**config.mk**
```make
export PLATFORM = sky130hd
export DESIGN_NAME = vac_attribute_controller
export DESIGN_NICKNAME = d
export VERILOG_FILES = /design/src/vac_pkg.sv /design/src/vac_pix_if.sv /design/src/vac_pixel_assembler.sv /design/src/vac_attribute_controller.sv
export SDC_FILE = /design/constraint.sdc
export NUM_CORES = 1
export LEC_CHECK = 0
export ABC_AREA = 0
export BUFFER_PORTS_ARGS = -buffer_cell sky130_fd_sc_hd__buf_2
export CAP_MARGIN = 10
export CORE_MARGIN = 4
export CORE_UTILIZATION = 41
export CTS_CLUSTER_DIAMETER = 120
export CTS_CLUSTER_SIZE = 14
export DETAILED_ROUTE_END_ITERATION = 10
export GPL_TIMING_DRIVEN = 0
export PLACE_DENSITY = 0.63
export SETUP_SLACK_MARGIN = 0.5
export SLEW_MARGIN = 20
export SYNTH_ARGS = -nofsm -noshare
export SYNTH_HDL_FRONTEND = slang
export SYNTH_SLANG_ARGS = --single-unit
```
**constraint.sdc**
```tcl
create_clock -name ref_clk -period 5.85 [get_ports ref_clk]
set_input_delay 0.8775 -clock ref_clk [delete_from_list [all_inputs] [get_ports ref_clk]]
set_output_delay 0.8775 -clock ref_clk [all_outputs]
set_load 0.005 [all_outputs]
```
**src/vac_pkg.sv**
```systemverilog
// vac_pkg: constants shared by the attribute controller files
package vac_pkg;

    // ****************************************************************
    // host i/o ports
    // ****************************************************************
    localparam logic [15:0] INDEX_PORT_ADDR = 16'h03C0;
    localparam logic [15:0] DATA_PORT_ADDR = 16'h03C1;

    // ****************************************************************
    // register indices
    // ****************************************************************
    localparam logic [4:0] IDX_PALETTE_LAST = 5'h0F;
    localparam logic [4:0] IDX_MODE_CONTROL = 5'h10;
    localparam logic [4:0] IDX_BORDER_COLOUR = 5'h11;
    localparam logic [4:0] IDX_PLANE_ENABLE = 5'h12;
    localparam logic [4:0] IDX_HORIZ_PAN = 5'h13;
    localparam logic [4:0] IDX_PIXEL_PAD = 5'h14;

    // ****************************************************************
    // field positions
    // ****************************************************************
    localparam int PAL_SRC_BIT = 5;
    localparam int MODE_PAD54_BIT = 7;
    localparam int MODE_256_BIT = 6;
    localparam int MODE_PANFORCE_BIT = 5;
    localparam int MODE_RSVD_BIT = 4;
    localparam int MODE_BLINK_BIT = 3;
    localparam int MODE_LINEGFX_BIT = 2;
    localparam int MODE_MONO_BIT = 1;
    localparam int MODE_GRAPHICS_BIT = 0;

    // ****************************************************************
    // reset values and masks
    // ****************************************************************
    localparam logic [7:0] MODE_RESET = 8'h00;
    localparam logic [7:0] BORDER_RESET = 8'h00;
    localparam logic [7:0] PLANE_EN_RESET = 8'h00;
    localparam logic [7:0] PAN_RESET = 8'h00;
    localparam logic [7:0] PAD_RESET = 8'h00;
    localparam logic [5:0] PALETTE_RESET = 6'h00;
    localparam logic [7:0] MODE_RD_MASK = 8'hEF;
    localparam logic [7:0] PLANE_EN_MASK = 8'h3F;
    localparam logic [7:0] LOW_NIBBLE_MASK = 8'h0F;

    // ****************************************************************
    // line graphics character range and mono underline attribute
    // ****************************************************************
    localparam logic [7:0] LINEGFX_FIRST = 8'hC0;
    localparam logic [7:0] LINEGFX_LAST = 8'hDF;
    localparam logic [2:0] MONO_UNDERLINE_ATTR = 3'h1;

    // ****************************************************************
    // index/data toggle
    // ****************************************************************
    typedef enum logic [0:0] {
        PORT_INDEX = 1'b0,
        PORT_DATA = 1'b1
    } vac_port_state_e;

endpackage : vac_pkg

```
**src/vac_pix_if.sv**
```systemverilog
// vac_pix_if: nibble stream into the 256-colour assembler and its byte result
`timescale 1ns/1ps
interface vac_pix_if;
    logic nib_valid;
    logic [3:0] nib;
    logic clear;
    logic byte_valid;
    logic [7:0] byte_val;

    modport src (output nib_valid, output nib, output clear, input byte_valid, input byte_val);
    modport asm (input nib_valid, input nib, input clear, output byte_valid, output byte_val);
endinterface : vac_pix_if

```
**src/vac_pixel_assembler.sv**
```systemverilog
// vac_pixel_assembler: pairs two 4-bit pixels into one 8-bit pixel
`timescale 1ns/1ps
module vac_pixel_assembler (
    // clock and reset
    input wire logic ref_clk,
    input wire logic rst,
    // nibble stream
    vac_pix_if.asm pix
);

    // ****************************************************************
    // pairing
    // ****************************************************************
    logic phase_reg;
    logic [3:0] first_reg;
    logic byte_valid_reg;
    logic [7:0] byte_reg;

    // first nibble is the upper half of the byte
    always_ff @(posedge ref_clk or posedge rst) begin
        if (rst) begin
            phase_reg <= 1'b0;
            first_reg <= 4'h0;
        end else if (pix.clear) begin
            phase_reg <= 1'b0;
        end else if (pix.nib_valid) begin
            phase_reg <= ~phase_reg;
            if (!phase_reg) begin
                first_reg <= pix.nib;
            end
        end
    end

    always_ff @(posedge ref_clk or posedge rst) begin
        if (rst) begin
            byte_valid_reg <= 1'b0;
            byte_reg <= 8'h00;
        end else begin
            byte_valid_reg <= pix.nib_valid && phase_reg && !pix.clear;
            if (pix.nib_valid && phase_reg) begin
                byte_reg <= {first_reg, pix.nib};
            end
        end
    end

    assign pix.byte_valid = byte_valid_reg;
    assign pix.byte_val = byte_reg;
endmodule : vac_pixel_assembler

```
**src/vac_attribute_controller.sv**
```systemverilog
// vac_attribute_controller: attribute unit register bank and pixel path
//
// How it works
// - palette source 0 (reset) blocks display palette use, host may access entries.
// - palette source 1 uses entries for display, host access refused.
// - data port at second address reads or writes the indexed register.
// - sixteen 6-bit entries: bits 5:3 secondary rgb, bits 2:0 primary rgb.
// - 256-colour bit clear: 4-bit pixel translated to 6 bits through palette.
// - 256-colour bit set: two 4-bit pixels form one 8-bit pixel, half rate.
// - pan force bit: line compare zeroes pan output until next vertical sync.
// - mode bit 3 chooses background intensity (0) or blink (1).
// - line graphics bit: ninth pixel copies eighth for codes C0-DF, else background.
// - mode bit 1 selects colour (0) or monochrome (1) text attributes.
// - mode bit 0 selects text (0) or graphics (1) attribute processing.
// - cleared plane enable forces that plane to zero before palette lookup.
// - 4-bit pan shift amount, reset zero, passed to the pan output the same in every mode unless forced to zero.
// - outside 256-colour mode, output bits 7:6 come from pad bits 3:2.
// - pad bits 1:0 supply colour output bits 5 and 4 when mode bit 7 is set, else palette entry bits 5:4.
`timescale 1ns/1ps
module vac_attribute_controller (
    // clock and reset
    input wire logic ref_clk,
    input wire logic rst,
    // host i/o cycles
    input wire logic [15:0] io_addr,
    input wire logic io_wr,
    input wire logic io_rd,
    input wire logic [7:0] io_wdata,
    input wire logic toggle_clear,
    output logic [7:0] io_rdata,
    // display pixel stream
    input wire logic pix_valid,
    input wire logic display_active,
    input wire logic [3:0] plane_data,
    input wire logic glyph_bit,
    input wire logic ninth_col,
    input wire logic [7:0] char_code,
    input wire logic [7:0] attr_byte,
    input wire logic blink_phase,
    input wire logic underline_row,
    // raster events
    input wire logic line_compare,
    input wire logic vsync,
    // outputs
    output logic [7:0] colour_out,
    output logic colour_valid,
    output logic [3:0] pan_shift_out
);

    // ****************************************************************
    // registers
    // ****************************************************************
    vac_pkg::vac_port_state_e port_state_reg;
    logic [4:0] index_reg;
    logic pal_src_reg;
    logic [5:0] palette_reg [16];
    logic [7:0] mode_reg;
    logic [7:0] border_reg;
    logic [7:0] plane_en_reg;
    logic [7:0] pan_reg;
    logic [7:0] pad_reg;
    logic [7:0] io_rdata_reg;
    logic pan_zero_reg;
    logic last_glyph_reg;
    logic [7:0] colour_reg;
    logic colour_valid_reg;
    logic [3:0] pan_out_reg;

    // ****************************************************************
    // host decode
    // ****************************************************************
    logic idx_port_wr;
    logic data_wr;
    logic data_rd;
    logic idx_rd;
    logic sel_palette;
    logic palette_open;

    assign idx_port_wr = io_wr && (io_addr == vac_pkg::INDEX_PORT_ADDR);
    assign idx_rd = io_rd && (io_addr == vac_pkg::INDEX_PORT_ADDR);
    assign data_rd = io_rd && (io_addr == vac_pkg::DATA_PORT_ADDR);
    // data writes land through the index port on its data phase, or at the data port
    assign data_wr = (idx_port_wr && port_state_reg == vac_pkg::PORT_DATA)
        || (io_wr && io_addr == vac_pkg::DATA_PORT_ADDR);
    assign sel_palette = (index_reg <= vac_pkg::IDX_PALETTE_LAST);
    assign palette_open = sel_palette && !pal_src_reg;

    // toggle: clear from the host side wins over a concurrent write
    always_ff @(posedge ref_clk or posedge rst) begin
        if (rst) begin
            port_state_reg <= vac_pkg::PORT_INDEX;
        end else if (toggle_clear) begin
            port_state_reg <= vac_pkg::PORT_INDEX;
        end else if (idx_port_wr) begin
            case (port_state_reg)
                vac_pkg::PORT_INDEX: port_state_reg <= vac_pkg::PORT_DATA;
                vac_pkg::PORT_DATA: port_state_reg <= vac_pkg::PORT_INDEX;
                default: port_state_reg <= vac_pkg::PORT_INDEX;
            endcase
        end
    end

    always_ff @(posedge ref_clk or posedge rst) begin
        if (rst) begin
            index_reg <= 5'h00;
            pal_src_reg <= 1'b0;
        end else if (idx_port_wr && port_state_reg == vac_pkg::PORT_INDEX && !toggle_clear) begin
            index_reg <= io_wdata[4:0];
            pal_src_reg <= io_wdata[vac_pkg::PAL_SRC_BIT];
        end
    end

    // palette writes only while the display is not using it
    always_ff @(posedge ref_clk or posedge rst) begin
        if (rst) begin
            for (int i = 0; i < 16; i++) begin
                palette_reg[i] <= vac_pkg::PALETTE_RESET;
            end
        end else if (data_wr && palette_open) begin
            palette_reg[index_reg[3:0]] <= io_wdata[5:0];
        end
    end

    always_ff @(posedge ref_clk or posedge rst) begin
        if (rst) begin
            mode_reg <= vac_pkg::MODE_RESET;
            border_reg <= vac_pkg::BORDER_RESET;
            plane_en_reg <= vac_pkg::PLANE_EN_RESET;
            pan_reg <= vac_pkg::PAN_RESET;
            pad_reg <= vac_pkg::PAD_RESET;
        end else if (data_wr) begin
            case (index_reg)
                vac_pkg::IDX_MODE_CONTROL: mode_reg <= io_wdata & vac_pkg::MODE_RD_MASK;
                vac_pkg::IDX_BORDER_COLOUR: border_reg <= io_wdata;
                vac_pkg::IDX_PLANE_ENABLE: plane_en_reg <= io_wdata & vac_pkg::PLANE_EN_MASK;
                vac_pkg::IDX_HORIZ_PAN: pan_reg <= io_wdata & vac_pkg::LOW_NIBBLE_MASK;
                vac_pkg::IDX_PIXEL_PAD: pad_reg <= io_wdata & vac_pkg::LOW_NIBBLE_MASK;
                default: ;
            endcase
        end
    end

    // read data; refused palette reads and unmapped indices return zero
    logic [7:0] rd_sel;
    always_comb begin
        rd_sel = 8'h00;
        if (sel_palette) begin
            rd_sel = palette_open ? {2'b00, palette_reg[index_reg[3:0]]} : 8'h00;
        end else begin
            case (index_reg)
                vac_pkg::IDX_MODE_CONTROL: rd_sel = mode_reg;
                vac_pkg::IDX_BORDER_COLOUR: rd_sel = border_reg;
                vac_pkg::IDX_PLANE_ENABLE: rd_sel = plane_en_reg;
                vac_pkg::IDX_HORIZ_PAN: rd_sel = pan_reg;
                vac_pkg::IDX_PIXEL_PAD: rd_sel = pad_reg;
                default: rd_sel = 8'h00;
            endcase
        end
    end

    always_ff @(posedge ref_clk or posedge rst) begin
        if (rst) begin
            io_rdata_reg <= 8'h00;
        end else if (idx_rd) begin
            io_rdata_reg <= {2'b00, pal_src_reg, index_reg};
        end else if (data_rd) begin
            io_rdata_reg <= rd_sel;
        end
    end

    // ****************************************************************
    // panning
    // ****************************************************************
    logic pan_zero_next;
    logic [3:0] pan_amt;

    assign pan_amt = pan_reg[3:0];
    // a line compare in the same cycle as vsync keeps the force
    always_comb begin
        pan_zero_next = pan_zero_reg;
        if (vsync) begin
            pan_zero_next = 1'b0;
        end
        if (line_compare && mode_reg[vac_pkg::MODE_PANFORCE_BIT]) begin
            pan_zero_next = 1'b1;
        end
    end

    always_ff @(posedge ref_clk or posedge rst) begin
        if (rst) begin
            pan_zero_reg <= 1'b0;
            pan_out_reg <= 4'h0;
        end else begin
            pan_zero_reg <= pan_zero_next;
            pan_out_reg <= pan_zero_next ? 4'h0 : pan_amt;
        end
    end

    // ****************************************************************
    // attribute processing
    // ****************************************************************
    logic in_linegfx;
    logic glyph_eff;
    logic glyph_on;
    logic [3:0] bg_idx;
    logic [3:0] raw_idx;
    logic [3:0] pix_idx;
    logic [5:0] entry;

    assign in_linegfx = (char_code >= vac_pkg::LINEGFX_FIRST) && (char_code <= vac_pkg::LINEGFX_LAST);

    always_comb begin
        glyph_eff = glyph_bit;
        if (ninth_col) begin
            glyph_eff = (mode_reg[vac_pkg::MODE_LINEGFX_BIT] && in_linegfx) ? last_glyph_reg : 1'b0;
        end
        glyph_on = glyph_eff;
        // mono underline attribute lights the whole underline row
        if (mode_reg[vac_pkg::MODE_MONO_BIT] && underline_row
            && attr_byte[2:0] == vac_pkg::MONO_UNDERLINE_ATTR) begin
            glyph_on = 1'b1;
        end
        // blink trades background intensity for a blinking foreground
        if (mode_reg[vac_pkg::MODE_BLINK_BIT]) begin
            bg_idx = {1'b0, attr_byte[6:4]};
            if (attr_byte[7] && !blink_phase) begin
                glyph_on = 1'b0;
            end
        end else begin
            bg_idx = attr_byte[7:4];
        end
        raw_idx = mode_reg[vac_pkg::MODE_GRAPHICS_BIT] ? plane_data : (glyph_on ? attr_byte[3:0] : bg_idx);
    end

    assign pix_idx = raw_idx & plane_en_reg[3:0];
    assign entry = palette_reg[pix_idx];

    always_ff @(posedge ref_clk or posedge rst) begin
        if (rst) begin
            last_glyph_reg <= 1'b0;
        end else if (pix_valid && !ninth_col) begin
            last_glyph_reg <= glyph_bit;
        end
    end

    // ****************************************************************
    // 256-colour assembly
    // ****************************************************************
    logic mode_256;
    vac_pix_if pix_bus ();

    assign mode_256 = mode_reg[vac_pkg::MODE_256_BIT];
    assign pix_bus.nib_valid = pix_valid && display_active && mode_256;
    assign pix_bus.nib = pix_idx;
    assign pix_bus.clear = !mode_256 || !display_active || vsync;

    vac_pixel_assembler u_assembler (
        .ref_clk(ref_clk),
        .rst(rst),
        .pix(pix_bus)
    );

    // ****************************************************************
    // colour output
    // ****************************************************************
    logic [1:0] upper_pair;
    logic [1:0] colour_bits_upper_pair;

    assign upper_pair = pad_reg[3:2];
    assign colour_bits_upper_pair = mode_reg[vac_pkg::MODE_PAD54_BIT] ? pad_reg[1:0] : entry[5:4];

    // outside 256-colour mode, while the host owns the palette, the border colour stands in for pixels
    always_ff @(posedge ref_clk or posedge rst) begin
        if (rst) begin
            colour_reg <= 8'h00;
            colour_valid_reg <= 1'b0;
        end else if (pix_valid && !display_active) begin
            colour_reg <= border_reg;
            colour_valid_reg <= 1'b1;
        end else if (mode_256) begin
            colour_reg <= pix_bus.byte_val;
            colour_valid_reg <= pix_bus.byte_valid;
        end else if (pix_valid) begin
            colour_valid_reg <= 1'b1;
            if (pal_src_reg) begin
                colour_reg <= {upper_pair, colour_bits_upper_pair, entry[3:0]};
            end else begin
                colour_reg <= border_reg;
            end
        end else begin
            colour_valid_reg <= 1'b0;
        end
    end

    assign io_rdata = io_rdata_reg;
    assign colour_out = colour_reg;
    assign colour_valid = colour_valid_reg;
    assign pan_shift_out = pan_out_reg;

    logic normal_px;
    assign normal_px = pix_valid && display_active && !mode_256;
endmodule : vac_attribute_controller

```
---- Yosys cells after proc, flatten, opt, wreduce, memory -nomap -nowiden ----
Index checks and enable logic that the tools add are counted.
operators by class
  $lt $le $gt $ge ......................... 6
  equal/unequal tests ..................... 8
  mux-type cells .......................... 38
  bitwise gates (word level) .............. 6
  reductions and logical operators ........ 42
operator list
  kind                  count
  $bwmux 96             1
  $mux 8                7
  $bmux 6 s4            2
  $pmux 8 s5            1
  $mux 6                6
  $eq 16x10->1 const B  2
  $eq 5x5->1 const B    5
  $demux 6 s4           1
  $logic_and 1x1->1     22
  $mux 4                4
  $mux 1                14
  $ge 5x5->1 const B    2
  $not 4->5             2
  $reduce_and 2->1      5
  $ge 8x8->1 const B    1
  $le 8x8->1 const B    1
  $logic_not 1->1       7
  $reduce_bool 2->1     3
  $le 5x4->1 const B    1
  $lt 5x1->1 const B    1
  $and 4x4->4           1
  $eq 3x1->1 const B    1
  $logic_or 1x1->1      3
  $not 1->1             3
  4 further kinds       4
word-level totals
  register bits ........................... 169
  input port bits ......................... 57
  output and inout bits ................... 21
  logic and storage cells ................. 134

---- Logic depth before layout (Yosys ltp) ----
Gate-level depths: netlist (run 1).
  depth in word-level cells ............... 20
  depth in mapped cells ................... 10
  gate-level depth less buffers ........... 8

---- Cells and area by module ----
Synthesis (run 1) repeated with hierarchy kept, for this count alone.
unflattened totals
  cell total of the unflattened synthesis .. 713
  area total of the unflattened synthesis .. 8837.2 um2
by module, submodules not included
  module                    instances  cells an instance  area each (um2)  seq. area each (um2)
  vac_attribute_controller  1          681                8306.7           3878.7
  vac_pixel_assembler       1          32                 530.5            350.3

---- Least setup slack after synthesis (run 1) ----
OpenSTA, ideal clock, no wires.
  path kind ............................... input port to flip-flop
  start point ............................. in io_addr[5]
  end point ............................... reg palette_reg[36] in the netlist's numbering
  setup time .............................. 0.125 ns
  arrival time ............................ 2.728 ns
  required time ........................... 5.725 ns
  path slack .............................. 2.997 ns
  cell stages on the path ................. 8
  buffers on the path ..................... 0
  cells stage by stage .................... nor4b_1 -> nand3_1 -> nor4_2 -> nand2_1 -> nor4_4 -> nand3_1 -> nor2_1 -> mux2_2
on the way
  word-level cells in the longest chain between the ends .. 5
  elaborated cells between the ends (all ways) .. 7
  those cells by class .................... eq/ne (2); reduce/logical (5)
ends and longest elaborated chain
  what                             RTL line                         source
  from (decl)                      vac_attribute_controller.sv:25   input wire logic [15:0] io_addr,
  $eq 16x10->1                     vac_attribute_controller.sv:79   assign idx_port_wr = io_wr && (io_addr == vac_pkg::INDEX_PORT_ADDR);
  $logic_and 1x1->1                vac_attribute_controller.sv:79
  $logic_and 1x1->1                vac_attribute_controller.sv:83   assign data_wr = (idx_port_wr && port_state_reg == vac_pkg::PORT_DATA)
  $logic_or 1x1->1 *               vac_attribute_controller.sv:84   || (io_wr && io_addr == vac_pkg::DATA_PORT_ADDR);
  $logic_and 1x1->1 *              vac_attribute_controller.sv:119  end else if (data_wr && palette_open) begin
  to (signal, indexed assignment)  vac_attribute_controller.sv:117  palette_reg[i] <= vac_pkg::PALETTE_RESET;
  to (signal, indexed assignment)  vac_attribute_controller.sv:120  palette_reg[index_reg[3:0]] <= io_wdata[5:0];
  to (decl)                        vac_attribute_controller.sv:56   logic [5:0] palette_reg [16];
Every way passes the cells marked *; elsewhere a longest branch is shown, timed or not.
A chain may end at the register's enable or synchronous reset.

---- Worst setup path in the final report (run 1) ----
  start point ............................. in io_addr[1]
  end point ............................... reg palette_reg[31] in the netlist's numbering
The elaborated chain is that of the path after synthesis.

==> flow_results.xml, run 1 <==
<?xml version="1.0" encoding="UTF-8"?>
<metrics>
  <group name="status">
    <metric name="run_status" unit="">complete, no violations</metric>
  </group>
  <group name="drt">
    <metric name="detail_route.first_pass.iterations" unit="">5</metric>
    <metric name="routed_wl_per_cell" unit="microns">24.8</metric>
    <metric name="detail-route-antenna-nets" unit="">0</metric>
    <metric name="route.detailed.drc" unit="">0</metric>
    <metric name="route.vias.total" unit="">6841</metric>
    <metric name="wl" unit="mm">28.0</metric>
    <metric name="drt_first_iter_violations" unit="">632</metric>
    <metric name="avgViaCountPerCell" unit="">6.08</metric>
  </group>
  <group name="critical_path">
    <metric name="critical_path_buf_inv_count" unit="">1</metric>
    <metric name="crit_path_max_incr_delay" unit="ps">950</metric>
    <metric name="crit-reg2reg-capture" unit="">palette_reg[24]</metric>
    <metric name="timing.critical_path.required" unit="ps">6170</metric>
    <metric name="setup.worst_path.end_class" unit="">flip-flop</metric>
    <metric name="startpoint_class" unit="">input pin</metric>
    <metric name="timing.setup.critical_path_class" unit="">input pin to flip-flop</metric>
    <metric name="cpMostUsedCell" unit="">sky130_fd_sc_hd__nand3_1</metric>
    <metric name="timing.critical_path.max_delay_family" unit="">simple AND/OR/NAND/NOR gates</metric>
    <metric name="critical_path_depth" unit="">9</metric>
    <metric name="arrival" unit="ps">3760</metric>
    <metric name="r2r_setup_slack" unit="ps">2440</metric>
    <metric name="critPathCapture" unit="">palette_reg[31]</metric>
    <metric name="rr_startpoint" unit="">index_reg[0]</metric>
    <metric name="cp_slowest_cell" unit="">sky130_fd_sc_hd__nor2_1</metric>
    <metric name="crit_fanout" unit="">6</metric>
    <metric name="cp_cell_sequence" unit="">buf_2 &gt; nor4b_1 &gt; nand3_1 &gt; nor4_2 &gt; nand2_1 &gt; nor4_4 &gt; nand3_1 &gt; nor2_1 &gt; mux2_2</metric>
    <metric name="setup.worst_path.start" unit="">io_addr[1]</metric>
    <metric name="r2r.worst_path.cells" unit="">7</metric>
  </group>
  <group name="synth">
    <metric name="synth-async-reset-ratio" unit="%">100</metric>
    <metric name="synth_top_flop_cell" unit="">sky130_fd_sc_hd__dfrtp_1</metric>
    <metric name="synth_cell_area" unit="sq um">9010</metric>
    <metric name="yosysWarnings" unit="">0</metric>
    <metric name="syn_avg_cell_area" unit="sq um">12.1</metric>
    <metric name="syn_inst" unit="">744</metric>
    <metric name="yosys.cell_types.count" unit="">59</metric>
    <metric name="ys_seq_elements" unit="">169</metric>
    <metric name="synth.net_count" unit="">801</metric>
    <metric name="seq_area_frac_synth" unit="%">46.9</metric>
    <metric name="synth_enable_flop_cells" unit="">0</metric>
  </group>
  <group name="power">
    <metric name="irDropWorstVdd" unit="mV">0.140</metric>
    <metric name="leakagePower" unit="nW">4.85</metric>
    <metric name="p_per_area" unit="nW/um^2">235</metric>
  </group>
  <group name="global_routing">
    <metric name="first_pass_grt_wire_length" unit="mm">42.1</metric>
    <metric name="antenna_found_initial" unit="">0</metric>
    <metric name="grt_util_all_layers" unit="%">23.2</metric>
    <metric name="grt_start_max_net_pins" unit="">34</metric>
    <metric name="grt_overflow_total" unit="">0</metric>
    <metric name="first_global_vias" unit="">6689</metric>
  </group>
  <group name="cells_and_area">
    <metric name="layout_cell_share_with_drive_strength_beyond_1" unit="%">36.5</metric>
    <metric name="final_cell_count_no_fill" unit="">1126</metric>
    <metric name="nNetsFinal" unit="">895</metric>
    <metric name="num_antenna_cells" unit="">0</metric>
    <metric name="area_of_all_placed_cells_without_fillers" unit="sq um">10400</metric>
    <metric name="largest_register_ffs" unit="">96</metric>
    <metric name="area_growth" unit="%">15.6</metric>
    <metric name="layout_common_cells" unit="">sky130_fd_sc_hd__dfrtp_1, sky130_fd_sc_hd__mux2_2, sky130_fd_sc_hd__buf_2</metric>
    <metric name="layout.cells.most_common" unit="">sky130_fd_sc_hd__dfrtp_1</metric>
  </group>
  <group name="run">
    <metric name="maxCapViolations" unit="">0</metric>
  </group>
  <group name="sta">
    <metric name="final.period_utilization" unit="%">59.0</metric>
    <metric name="fin_crit" unit="ps">3450</metric>
    <metric name="timing.final.max_slew_violations" unit="">0</metric>
    <metric name="slew-limit-headroom" unit="%">21.1</metric>
    <metric name="worst_slack" unit="ps">2400</metric>
    <metric name="setup_total_negative_slack" unit="ps">0</metric>
    <metric name="clock_skew" unit="ps">9.49</metric>
    <metric name="number_of_hold_violations_in_the_final_report" unit="">0</metric>
    <metric name="setup_viol" unit="">0</metric>
    <metric name="worstMarginPinSlew" unit="ps">1180</metric>
    <metric name="unrepaired_setup_endpoints_after_global_routing" unit="">no</metric>
    <metric name="clock.fmax" unit="MHz">290</metric>
  </group>
  <group name="floorplanning">
    <metric name="die-height" unit="microns">156</metric>
    <metric name="floorplan.rows" unit="">53</metric>
    <metric name="boundaryPins" unit="">78</metric>
    <metric name="core" unit="sq um">21400</metric>
    <metric name="die_width" unit="microns">156</metric>
    <metric name="start_util" unit="%">42.2</metric>
    <metric name="dieArea" unit="sq um">24400</metric>
  </group>
  <group name="clock_network">
    <metric name="cts.root.buffer_cell" unit="">sky130_fd_sc_hd__clkbuf_16</metric>
    <metric name="numCtsBuffers" unit="">17</metric>
    <metric name="cts_tree" unit="">built</metric>
    <metric name="worstSkewPairLatency" unit="ps">440</metric>
    <metric name="cts.repair_timing.setup_buffer_count" unit="">0</metric>
    <metric name="clock-sinks" unit="">169</metric>
    <metric name="h_tree_depth" unit="">4</metric>
    <metric name="cts_hold_buf" unit="">0</metric>
    <metric name="cts-root-to-sink-buffers" unit="">2</metric>
    <metric name="clk_pin_slew_worst_paths" unit="ps">70</metric>
    <metric name="cts_repair_resize_count" unit="">0</metric>
  </group>
  <group name="place">
    <metric name="placedInstanceArea" unit="sq um">9820</metric>
    <metric name="gp_routability_congestion" unit="">0.916</metric>
    <metric name="dp.cells" unit="">1094</metric>
    <metric name="placement.io_buffers" unit="">69</metric>
    <metric name="hpwl" unit="mm">20.2</metric>
    <metric name="place_worst_setup_slack" unit="ps">2000</metric>
  </group>
  <group name="worst_hold_path">
    <metric name="min-delay-path-class" unit="">flip-flop to flip-flop</metric>
  </group>
</metrics>
[per-layer routing]
metal	routed length (microns)	global-route usage, %	part of all wire [%]
met1	12400	33.2	44
met2	12700	35.6	45
met4	839	7.69	3.0
met3	2090	4.56	7.5
met5	0	0	0
[through the flow]
step           util (%)  power, W  hold WS (ps)
2_1_floorplan         -   0.00125           425
3_3_place_gp       45.5   0.00130           434
3_5_place_dp       46.0   0.00131           442
4_1_cts            48.8   0.00246           459
5_1_grt            48.8   0.00252           492
6_report           48.8   0.00245           458
[cell usage after synthesis (all sizes together) (2+ instances only)]
master	count	area share (%)
o31ai	5	0.42
a21oi	14	0.78
a31o	4	0.39
clkbuf	30	1.2
nand2	64	2.7
o21a	2	0.17
nor3b	3	0.31
nor3	6	0.33
a32oi	4	0.39
nor4b	2	0.19
mux2	142	18
nand4	6	0.42
nand2b	7	0.49
a211oi	14	1.2
dfrtp	169	47
nand3b	5	0.42
xnor2	2	0.19
o22ai	7	0.49
nor2	39	1.7
o21ai	23	1.3
a22oi	6	0.50
buf	16	0.92
a311oi	3	0.29
o22a	2	0.21
mux2i	42	4.7
and3	3	0.21
inv	18	0.75
nor4	3	0.44
o221ai	6	0.58
o2111ai	3	0.29
nor2b	4	0.28
a21boi	11	0.92
a31oi	5	0.35
nand3	16	0.94
mux4	34	8.5
o2111a	4	0.50
and2	8	0.56
[how the worst min path moves through the flow]
stage	from	endpoint	slack, ps	cells after the start
floorplan	u_assembler.pix.byte_valid	colour_valid	430	2
global placement	u_assembler.pix.byte_valid	colour_valid	430	2
detailed placement	u_assembler.pix.byte_valid	colour_valid	440	2
CTS	u_assembler.pix.byte_valid	colour_valid	460	2
global route	u_assembler.pix.byte_valid	colour_valid	490	2
finish	u_assembler.pix.byte_valid	colour_valid	460	2
[layout make-up]
cell class / instances / area, sq um
timing repair buffer: 75 / 453
tap: 275 / 344
buffer: 46 / 195
clock inverter: 14 / 161
clock buffer: 18 / 439
inverter: 18 / 71.3
fill: 1936 / 10900
multi-input combinational: 511 / 4530
sequential: 169 / 4230
[worst register-to-register path: stages, from the launching register on]
cell                       delay, ps
sky130_fd_sc_hd__dfrtp_1         320
sky130_fd_sc_hd__clkbuf_1        380
sky130_fd_sc_hd__buf_2           420
sky130_fd_sc_hd__buf_2           370
sky130_fd_sc_hd__buf_2           350
sky130_fd_sc_hd__nand2_1         160
sky130_fd_sc_hd__nor2_1          870
sky130_fd_sc_hd__mux2_2          430
[logic make-up after synthesis]
| logic type | count (synthesis) | synth area share [%] |
|---|---|---|
| mux | 218 | 30.9 |
| flops | 169 | 46.9 |
| simple gates | 169 | 9.23 |
| compound gates | 122 | 9.80 |
| buf+inv | 64 | 2.91 |
| xor+xnor | 2 | 0.194 |
[power breakdown]
part	internal, W	switching, W
clock	0.000651	0.000516
sequential	0.00117	0.00000343
combinational	0.0000358	0.0000723
Note: power is estimated with default switching activity, not from simulation.
==> run 2, diff against run 1 <==
--- a/config.mk
+++ b/config.mk
@@ -14,7 +14,7 @@
 export CTS_CLUSTER_SIZE = 14
 export DETAILED_ROUTE_END_ITERATION = 10
 export GPL_TIMING_DRIVEN = 0
-export PLACE_DENSITY = 0.63
+export PLACE_DENSITY = 0.66
 export SETUP_SLACK_MARGIN = 0.5
 export SLEW_MARGIN = 20
 export SYNTH_ARGS = -nofsm -noshare
==> constraint.sdc (replaced) <==
create_clock -name ref_clk -period 3.1 [get_ports ref_clk]
set_input_delay 0.465 -clock ref_clk [delete_from_list [all_inputs] [get_ports ref_clk]]
set_output_delay 0.465 -clock ref_clk [all_outputs]
set_load 0.005 [all_outputs]
==> run 2 against run 1 <==
First-iteration DRC count rose by 5.1%. Hold slack got worse by 350 ps. Total power is 92% higher. Sequential power grew 88%. Utilization rose by 2.3 points. Largest cell class unchanged.
==> flow_results.xml, run 2 (synthesis results as in run 1) <==
<?xml version="1.0" encoding="UTF-8"?>
<metrics>
  <group name="clock_network">
    <metric name="cts.root.buffer_cell" unit="">sky130_fd_sc_hd__clkbuf_16</metric>
    <metric name="cts_hold_buf" unit="">0</metric>
    <metric name="cts-root-to-sink-buffers" unit="">2</metric>
    <metric name="numCtsBuffers" unit="">17</metric>
    <metric name="cts_tree" unit="">built</metric>
    <metric name="worstSkewPairLatency" unit="ps">440</metric>
    <metric name="clock-sinks" unit="">169</metric>
    <metric name="clk_pin_slew_worst_paths" unit="ps">70</metric>
    <metric name="h_tree_depth" unit="">4</metric>
  </group>
  <group name="sta">
    <metric name="clock_skew" unit="ps">12.2</metric>
    <metric name="unrepaired_setup_endpoints_after_global_routing" unit="">no</metric>
    <metric name="fin_crit" unit="ps">2610</metric>
    <metric name="clock.fmax" unit="MHz">384</metric>
    <metric name="number_of_hold_violations_in_the_final_report" unit="">0</metric>
    <metric name="worstMarginPinSlew" unit="ps">958</metric>
    <metric name="timing.final.max_slew_violations" unit="">0</metric>
    <metric name="setup_viol" unit="">0</metric>
    <metric name="setup_total_negative_slack" unit="ps">0</metric>
    <metric name="slew-limit-headroom" unit="%">36.1</metric>
    <metric name="final.period_utilization" unit="%">84.1</metric>
    <metric name="hold-worst-slack" unit="ps">109</metric>
  </group>
  <group name="power">
    <metric name="switching_share" unit="%">23.4</metric>
    <metric name="irDropWorstVdd" unit="mV">0.325</metric>
    <metric name="p_int" unit="W">0.00361</metric>
    <metric name="seq_power_share" unit="%">47.1</metric>
    <metric name="leakagePower" unit="nW">5.07</metric>
    <metric name="p_per_area" unit="nW/um^2">431</metric>
    <metric name="comb_power_share" unit="%">4.6</metric>
    <metric name="power_frac_clock" unit="%">48.3</metric>
    <metric name="power.net_switching" unit="W">0.00110</metric>
    <metric name="finalPower" unit="W">0.00471</metric>
  </group>
  <group name="global_routing">
    <metric name="grt_util_all_layers" unit="%">23.1</metric>
    <metric name="first_global_vias" unit="">6817</metric>
    <metric name="grt_overflow_total" unit="">0</metric>
    <metric name="first_pass_grt_wire_length" unit="mm">41.9</metric>
    <metric name="antenna_found_initial" unit="">0</metric>
    <metric name="grt_start_max_net_pins" unit="">30</metric>
  </group>
  <group name="critical_path">
    <metric name="startpoint_class" unit="">flip-flop</metric>
    <metric name="critical_path_buf_inv_count" unit="">2</metric>
    <metric name="cpMostUsedCell" unit="">sky130_fd_sc_hd__a311oi_1</metric>
    <metric name="r2r_setup_slack" unit="ps">490</metric>
    <metric name="arrival" unit="ps">2950</metric>
    <metric name="timing.setup.critical_path_class" unit="">flip-flop to flip-flop</metric>
    <metric name="crit_fanout" unit="">10</metric>
    <metric name="r2r.worst_path.cells" unit="">10</metric>
    <metric name="timing.critical_path.required" unit="ps">3450</metric>
    <metric name="crit_path_max_incr_delay" unit="ps">400</metric>
    <metric name="crit-reg2reg-capture" unit="">colour_out[5]</metric>
    <metric name="timing.critical_path.max_delay_family" unit="">compound AO/OA/AOI/OAI gates</metric>
    <metric name="cp_slowest_cell" unit="">sky130_fd_sc_hd__dfrtp_1</metric>
    <metric name="critPathCapture" unit="">colour_out[5]</metric>
    <metric name="rr_startpoint" unit="">mode_reg[1]</metric>
    <metric name="setup.worst_path.start" unit="">mode_reg[1]</metric>
    <metric name="critical_path_depth" unit="">10</metric>
    <metric name="cp_cell_sequence" unit="">and4bb_2 &gt; and2_1 &gt; o21ai_4 &gt; and3_1 &gt; clkbuf_4 &gt; buf_6 &gt; nand2_1 &gt; a311oi_1 &gt; a211oi_1 &gt; a311oi_1</metric>
    <metric name="setup.worst_path.end_class" unit="">flip-flop</metric>
  </group>
  <group name="cells_and_area">
    <metric name="ff_latch_area" unit="sq um">4230</metric>
    <metric name="final_core_utilization" unit="%">51.2</metric>
    <metric name="fillerInstances" unit="">1836</metric>
    <metric name="multiInputGateArea" unit="sq um">4680</metric>
    <metric name="layout_cell_share_with_drive_strength_beyond_1" unit="%">42.3</metric>
    <metric name="largest_register_ffs" unit="">96</metric>
    <metric name="num_antenna_cells" unit="">0</metric>
    <metric name="layout.cells.most_common" unit="">sky130_fd_sc_hd__dfrtp_1</metric>
    <metric name="area_growth" unit="%">21.2</metric>
    <metric name="nNetsFinal" unit="">918</metric>
    <metric name="layout_common_cells" unit="">sky130_fd_sc_hd__dfrtp_1, sky130_fd_sc_hd__mux2_2, sky130_fd_sc_hd__buf_2</metric>
    <metric name="final_cell_count_no_fill" unit="">1149</metric>
  </group>
  <group name="drt">
    <metric name="detail_route.first_pass.iterations" unit="">5</metric>
    <metric name="detail-route-antenna-nets" unit="">0</metric>
    <metric name="avgViaCountPerCell" unit="">6.18</metric>
    <metric name="route.vias.total" unit="">7104</metric>
    <metric name="wl" unit="mm">28.5</metric>
    <metric name="routed_wl_per_cell" unit="microns">24.8</metric>
    <metric name="drt_first_iter_violations" unit="">664</metric>
    <metric name="route.detailed.drc" unit="">0</metric>
  </group>
  <group name="worst_hold_path">
    <metric name="min-delay-path-class" unit="">input pin to asynchronous set/reset pin</metric>
  </group>
  <group name="floorplanning">
    <metric name="dieArea" unit="sq um">24400</metric>
    <metric name="floorplan.rows" unit="">53</metric>
    <metric name="die-height" unit="microns">156</metric>
    <metric name="boundaryPins" unit="">78</metric>
    <metric name="die_width" unit="microns">156</metric>
    <metric name="core" unit="sq um">21400</metric>
    <metric name="start_util" unit="%">42.2</metric>
  </group>
  <group name="place">
    <metric name="gp_routability_congestion" unit="">0.884</metric>
    <metric name="placement.io_buffers" unit="">69</metric>
    <metric name="dp.cells" unit="">1095</metric>
    <metric name="hpwl" unit="mm">19.9</metric>
  </group>
  <group name="run">
    <metric name="maxCapViolations" unit="">0</metric>
  </group>
  <group name="status">
    <metric name="run_status" unit="">complete, no violations</metric>
  </group>
</metrics>
-- run 2: cell types whose count changed in the layout (fill, tap and decap cells not counted), sizes merged --
cell / before / now
buf: 91 / 113
clkbuf: 48 / 50
inv: 22 / 20
bufinv: 2 / 3
clkinv: 6 / 5
clkinvlp: 2 / 3
-- run 2: per-layer routing --
layer	global-route usage (%)	wire length [microns]
met5	0	0
met4	9.17	1070
met3	5.25	2260
met2	36.8	13400
met1	30.8	11800
-- run 2: stage by stage --
| step | setup WS [ps] | area, sq um |
|---|---|---|
| final | 493 | 10900 |
| after global routing | 473 | 10900 |
| after CTS | 447 | 10700 |
| after detailed placement | -320 | 9850 |
| after global placement | -652 | 9710 |
| after floorplan | 480 | 9020 |
-- run 2: power groups by stage --
stage	Combinational (W)	Clock [W]	Sequential (W)
2_1_floorplan	0.0000972	0	0.00226
3_3_place_gp	0.000187	0	0.00226
3_5_place_dp	0.000211	0	0.00226
4_1_cts	0.000214	0.00229	0.00222
5_1_grt	0.000238	0.00238	0.00222
6_report	0.000217	0.00228	0.00222
-- run 2: final cells by class --
type	count	share of cell area, %
inverters	18	0.653
clock buffers	19	4.15
flip-flops and latches	169	38.7
clock inverters	13	1.52
repair buffers	98	6.32
plain buffers	46	2.63
multi-input cells	511	42.8
well taps	275	3.15
-- run 2: timing repair --
| item | 4_1_cts | 5_1_grt |
|---|---|---|
| resized for setup | 42 | 38 |
| endpoints found under the setup margin | 109 | 133 |
| buffers inserted | 5 | 17 |
| pin swaps | 2 | 12 |
-- run 2: how the worst min path moves through the flow --
stage | start | to | slack, ps
detailed placement | u_assembler.pix.byte_valid | colour_valid | 440
global placement | u_assembler.pix.byte_valid | colour_valid | 430
global route | rst | palette_reg[89] | 150
finish | rst | palette_reg[41] | 110
floorplan | u_assembler.pix.byte_valid | colour_valid | 430
CTS | rst | palette_reg[41] | 130
==> run 3, diff against run 2 <==
--- a/config.mk
+++ b/config.mk
@@ -5,7 +5,7 @@
 export SDC_FILE = /design/constraint.sdc
 export NUM_CORES = 1
 export LEC_CHECK = 0
-export ABC_AREA = 0
+export ABC_AREA = 1
 export BUFFER_PORTS_ARGS = -buffer_cell sky130_fd_sc_hd__buf_2
 export CAP_MARGIN = 10
 export CORE_MARGIN = 4
==> constraint.sdc (replaced) <==
create_clock -name ref_clk -period 2.3 [get_ports ref_clk]
set_input_delay 0.345 -clock ref_clk [delete_from_list [all_inputs] [get_ports ref_clk]]
set_output_delay 0.345 -clock ref_clk [all_outputs]
set_load 0.005 [all_outputs]
==> run 3 against run 2 <==
The flow now finishes with violations (negative setup slack). Non-clock buffer count grew 88. Combinational power grew 57%. Utilization grew 10 points. Global-route usage grew 4.3 points. Sequential share of layout area shrank 6.2 points. Count of clock-buffer cells in the layout is the same. Flip-flop and latch count is the same. Critical path depth grew 6. Sequential power grew 35%. Clock skew shrank 2.0 ps. Critical path type unchanged. Critical endpoint unchanged. Highest routed layer is now met5.
==> flow_results.xml, run 3 <==
<?xml version="1.0" encoding="UTF-8"?>
<metrics>
  <group name="sta">
    <metric name="worst_slack" unit="ps">-100</metric>
    <metric name="setup_viol" unit="">6</metric>
    <metric name="number_of_hold_violations_in_the_final_report" unit="">0</metric>
    <metric name="final.period_utilization" unit="%">104</metric>
    <metric name="fin_crit" unit="ps">2400</metric>
    <metric name="clock.fmax" unit="MHz">417</metric>
    <metric name="clock_skew" unit="ps">10.2</metric>
    <metric name="slew-limit-headroom" unit="%">35.3</metric>
    <metric name="timing.final.max_slew_violations" unit="">0</metric>
    <metric name="worstMarginPinSlew" unit="ps">971</metric>
    <metric name="unrepaired_setup_endpoints_after_global_routing" unit="">yes</metric>
  </group>
  <group name="critical_path">
    <metric name="setup.worst_path.end_class" unit="">flip-flop</metric>
    <metric name="rr_startpoint" unit="">mode_reg[0]</metric>
    <metric name="timing.critical_path.required" unit="ps">2630</metric>
    <metric name="startpoint_class" unit="">flip-flop</metric>
    <metric name="arrival" unit="ps">2740</metric>
    <metric name="timing.setup.critical_path_class" unit="">flip-flop to flip-flop</metric>
    <metric name="r2r.worst_path.cells" unit="">16</metric>
    <metric name="crit-reg2reg-capture" unit="">colour_out[5]</metric>
    <metric name="crit_fanout" unit="">10</metric>
    <metric name="r2r_setup_slack" unit="ps">-100</metric>
  </group>
  <group name="place">
    <metric name="place_worst_setup_slack" unit="ps">-469</metric>
    <metric name="hpwl" unit="mm">21.2</metric>
    <metric name="placement.io_buffers" unit="">72</metric>
    <metric name="placedInstanceArea" unit="sq um">9980</metric>
    <metric name="gp_routability_congestion" unit="">0.921</metric>
  </group>
  <group name="power">
    <metric name="irDropWorstVdd" unit="mV">0.501</metric>
    <metric name="finalPower" unit="W">0.00613</metric>
    <metric name="p_per_area" unit="nW/um^2">471</metric>
    <metric name="leakagePower" unit="nW">5.87</metric>
  </group>
  <group name="global_routing">
    <metric name="first_global_vias" unit="">8891</metric>
    <metric name="grt_util_all_layers" unit="%">27.4</metric>
    <metric name="grt_overflow_total" unit="">0</metric>
    <metric name="first_pass_grt_wire_length" unit="mm">51.1</metric>
    <metric name="antenna_found_initial" unit="">0</metric>
    <metric name="grt_start_max_net_pins" unit="">35</metric>
  </group>
  <group name="cells_and_area">
    <metric name="layout.cells.most_common" unit="">sky130_fd_sc_hd__dfrtp_1</metric>
    <metric name="ff_latch_area" unit="sq um">4230</metric>
    <metric name="largest_register_ffs" unit="">96</metric>
    <metric name="area_growth" unit="%">46.5</metric>
    <metric name="nNetsFinal" unit="">1364</metric>
    <metric name="fillerInstances" unit="">1687</metric>
    <metric name="layout_cell_share_with_drive_strength_beyond_1" unit="%">40.5</metric>
    <metric name="area_of_all_placed_cells_without_fillers" unit="sq um">13000</metric>
    <metric name="layout_common_cells" unit="">sky130_fd_sc_hd__dfrtp_1, sky130_fd_sc_hd__nand2_1, sky130_fd_sc_hd__inv_1</metric>
    <metric name="num_antenna_cells" unit="">0</metric>
    <metric name="multiInputGateArea" unit="sq um">5050</metric>
  </group>
  <group name="floorplanning">
    <metric name="start_util" unit="%">42.0</metric>
    <metric name="die_width" unit="microns">155</metric>
    <metric name="die-height" unit="microns">155</metric>
    <metric name="dieArea" unit="sq um">24100</metric>
    <metric name="core" unit="sq um">21200</metric>
    <metric name="floorplan.rows" unit="">53</metric>
    <metric name="boundaryPins" unit="">78</metric>
  </group>
  <group name="synth">
    <metric name="synth-async-reset-ratio" unit="%">100</metric>
    <metric name="yosys.cell_types.count" unit="">42</metric>
    <metric name="syn_inst" unit="">1121</metric>
    <metric name="synth_area_leaders" unit="">sky130_fd_sc_hd__dfrtp_1, sky130_fd_sc_hd__nand2_1, sky130_fd_sc_hd__o21ai_0, sky130_fd_sc_hd__inv_1, sky130_fd_sc_hd__nand3_1</metric>
    <metric name="yosysWarnings" unit="">0</metric>
    <metric name="synth_top_flop_cell" unit="">sky130_fd_sc_hd__dfrtp_1</metric>
    <metric name="synth_cell_area" unit="sq um">8880</metric>
    <metric name="synth_enable_flop_cells" unit="">0</metric>
    <metric name="yosys.area.top_type" unit="">sky130_fd_sc_hd__dfrtp_1</metric>
    <metric name="seq_area_frac_synth" unit="%">47.6</metric>
    <metric name="ys_seq_elements" unit="">169</metric>
    <metric name="netlist_top_cells_count" unit="">sky130_fd_sc_hd__nand2_1, sky130_fd_sc_hd__dfrtp_1, sky130_fd_sc_hd__o21ai_0, sky130_fd_sc_hd__inv_1, sky130_fd_sc_hd__nand3_1</metric>
    <metric name="synth_most_common_cell" unit="">sky130_fd_sc_hd__nand2_1</metric>
    <metric name="synth.net_count" unit="">1178</metric>
    <metric name="syn_avg_cell_area" unit="sq um">7.92</metric>
    <metric name="netlist.area_leader.share" unit="%">47.6</metric>
  </group>
  <group name="clock_network">
    <metric name="cts.root.buffer_cell" unit="">sky130_fd_sc_hd__clkbuf_16</metric>
    <metric name="cts-root-to-sink-buffers" unit="">2</metric>
    <metric name="worstSkewPairLatency" unit="ps">450</metric>
    <metric name="cts_tree" unit="">built</metric>
    <metric name="h_tree_depth" unit="">4</metric>
    <metric name="clock-sinks" unit="">169</metric>
    <metric name="clk_pin_slew_worst_paths" unit="ps">70</metric>
    <metric name="numCtsBuffers" unit="">17</metric>
  </group>
  <group name="drt">
    <metric name="detail_route.first_pass.iterations" unit="">6</metric>
    <metric name="drt_first_iter_violations" unit="">1178</metric>
    <metric name="wl" unit="mm">34.9</metric>
    <metric name="route.vias.total" unit="">9485</metric>
    <metric name="route.detailed.drc" unit="">0</metric>
    <metric name="detail-route-antenna-nets" unit="">0</metric>
    <metric name="routed_wl_per_cell" unit="microns">21.9</metric>
    <metric name="avgViaCountPerCell" unit="">5.95</metric>
  </group>
  <group name="status">
    <metric name="violations" unit="">negative setup slack</metric>
    <metric name="run_status" unit="">finished, violations left</metric>
  </group>
  <group name="worst_hold_path">
    <metric name="hold_depth" unit="">2</metric>
    <metric name="hold_path_end" unit="">u_assembler.pix.byte_valid</metric>
    <metric name="worstHoldStart" unit="">vsync</metric>
    <metric name="min-delay-path-class" unit="">input pin to flip-flop</metric>
  </group>
  <group name="run">
    <metric name="maxCapViolations" unit="">0</metric>
  </group>
</metrics>
run 3: changes by cell type after synthesis, sizes merged, moves of 16 or more:
| cell | delta |
|---|---|
| mux4 | -34 |
| o211ai | +30 |
| o21ai | +170 |
| nor2 | +19 |
| mux2 | -140 |
| o22ai | +41 |
| nand2 | +196 |
| mux2i | -40 |
| inv | +106 |
| nand3 | +74 |
| buf | +16 |
run 3: area by class of cell:
type	count	share of cell area, %
multi-input cells	759	38.8
flip-flops and latches	169	32.5
repair buffers	167	12.1
plain buffers	65	5.60
inverters	128	4.03
clock buffers	19	3.40
well taps	275	2.64
clock inverters	13	0.846
run 3: metrics by stage:
stage          std cells  util [%]  TNS, ps  hold WS [ps]
2_1_floorplan       1121         -   -33750           411
3_3_place_gp        1468      46.5  -227850           461
3_5_place_dp        1474      47.2    -9560           340
4_1_cts             1571      56.1        0          76.3
5_1_grt             1595      61.5     -970          87.2
6_report            1595      61.5     -408          72.8
run 3: how the worst max path moves through the flow:
stage / cells after the start / from / slack [ps] / endpoint
6_report: 16 / mode_reg[0] / -100 / colour_out[5]
4_1_cts: 17 / mode_reg[2] / 20 / colour_out[0]
5_1_grt: 20 / last_glyph_reg / -180 / colour_out[4]
2_1_floorplan: 1 / rst / -200 / border_reg[0]
3_5_place_dp: 19 / ninth_col / -470 / colour_out[4]
3_3_place_gp: 2 / rst / -1310 / palette_reg[20]
run 3: where the power goes:
group / internal [W] / switching, W / leakage [nW] / total (W)
sequential: 0.00298 / 0.00000658 / 2.33 / 0.00299
combinational: 0.000118 / 0.000222 / 3.27 / 0.000340
clock: 0.00144 / 0.00136 / 0.261 / 0.00280
run 3: kinds of logic after synthesis:
group | synth area share, %
DFF | 47.6
buffers and inverters | 9.84
and+or+nand+nor | 22.0
AOI/OAI and AO/OA | 20.0
muxes | 0.479
run 3: repair_timing:
item | CTS | global route
hold endpoints to repair | 12 | 0
pin swaps | 41 | 53
setup endpoints to repair | 146 | 146
hold buffers | 1 | 0
buffers inserted | 45 | 22
gates cloned | 19 | 2
gates resized for setup | 213 | 257
run 3: layer usage:
metal	vias to the layer above	global-route usage (%)	wire length [microns]
met3	187	5.95	3040
li1	4181	-	-
met2	625	43.5	16300
met4	2	13.9	2310
met5	-	0	42
met1	4490	35.5	13200
run 3: critical path, cell delays in order, from the launching register on:
cell	delay (ps)
sky130_fd_sc_hd__dfrtp_1	420
sky130_fd_sc_hd__clkinv_2	180
sky130_fd_sc_hd__o21a_1	230
sky130_fd_sc_hd__clkbuf_2	230
sky130_fd_sc_hd__nand2_8	170
sky130_fd_sc_hd__buf_6	160
sky130_fd_sc_hd__nand2_1	80
sky130_fd_sc_hd__nand3_1	100
sky130_fd_sc_hd__nand3_1	110
sky130_fd_sc_hd__nand3_2	120
sky130_fd_sc_hd__nand3_4	90
sky130_fd_sc_hd__nand2_2	80
sky130_fd_sc_hd__nand2_1	70
sky130_fd_sc_hd__nand2_1	70
sky130_fd_sc_hd__nand2_1	50
sky130_fd_sc_hd__nand2_1	90
sky130_fd_sc_hd__nand2_1	60
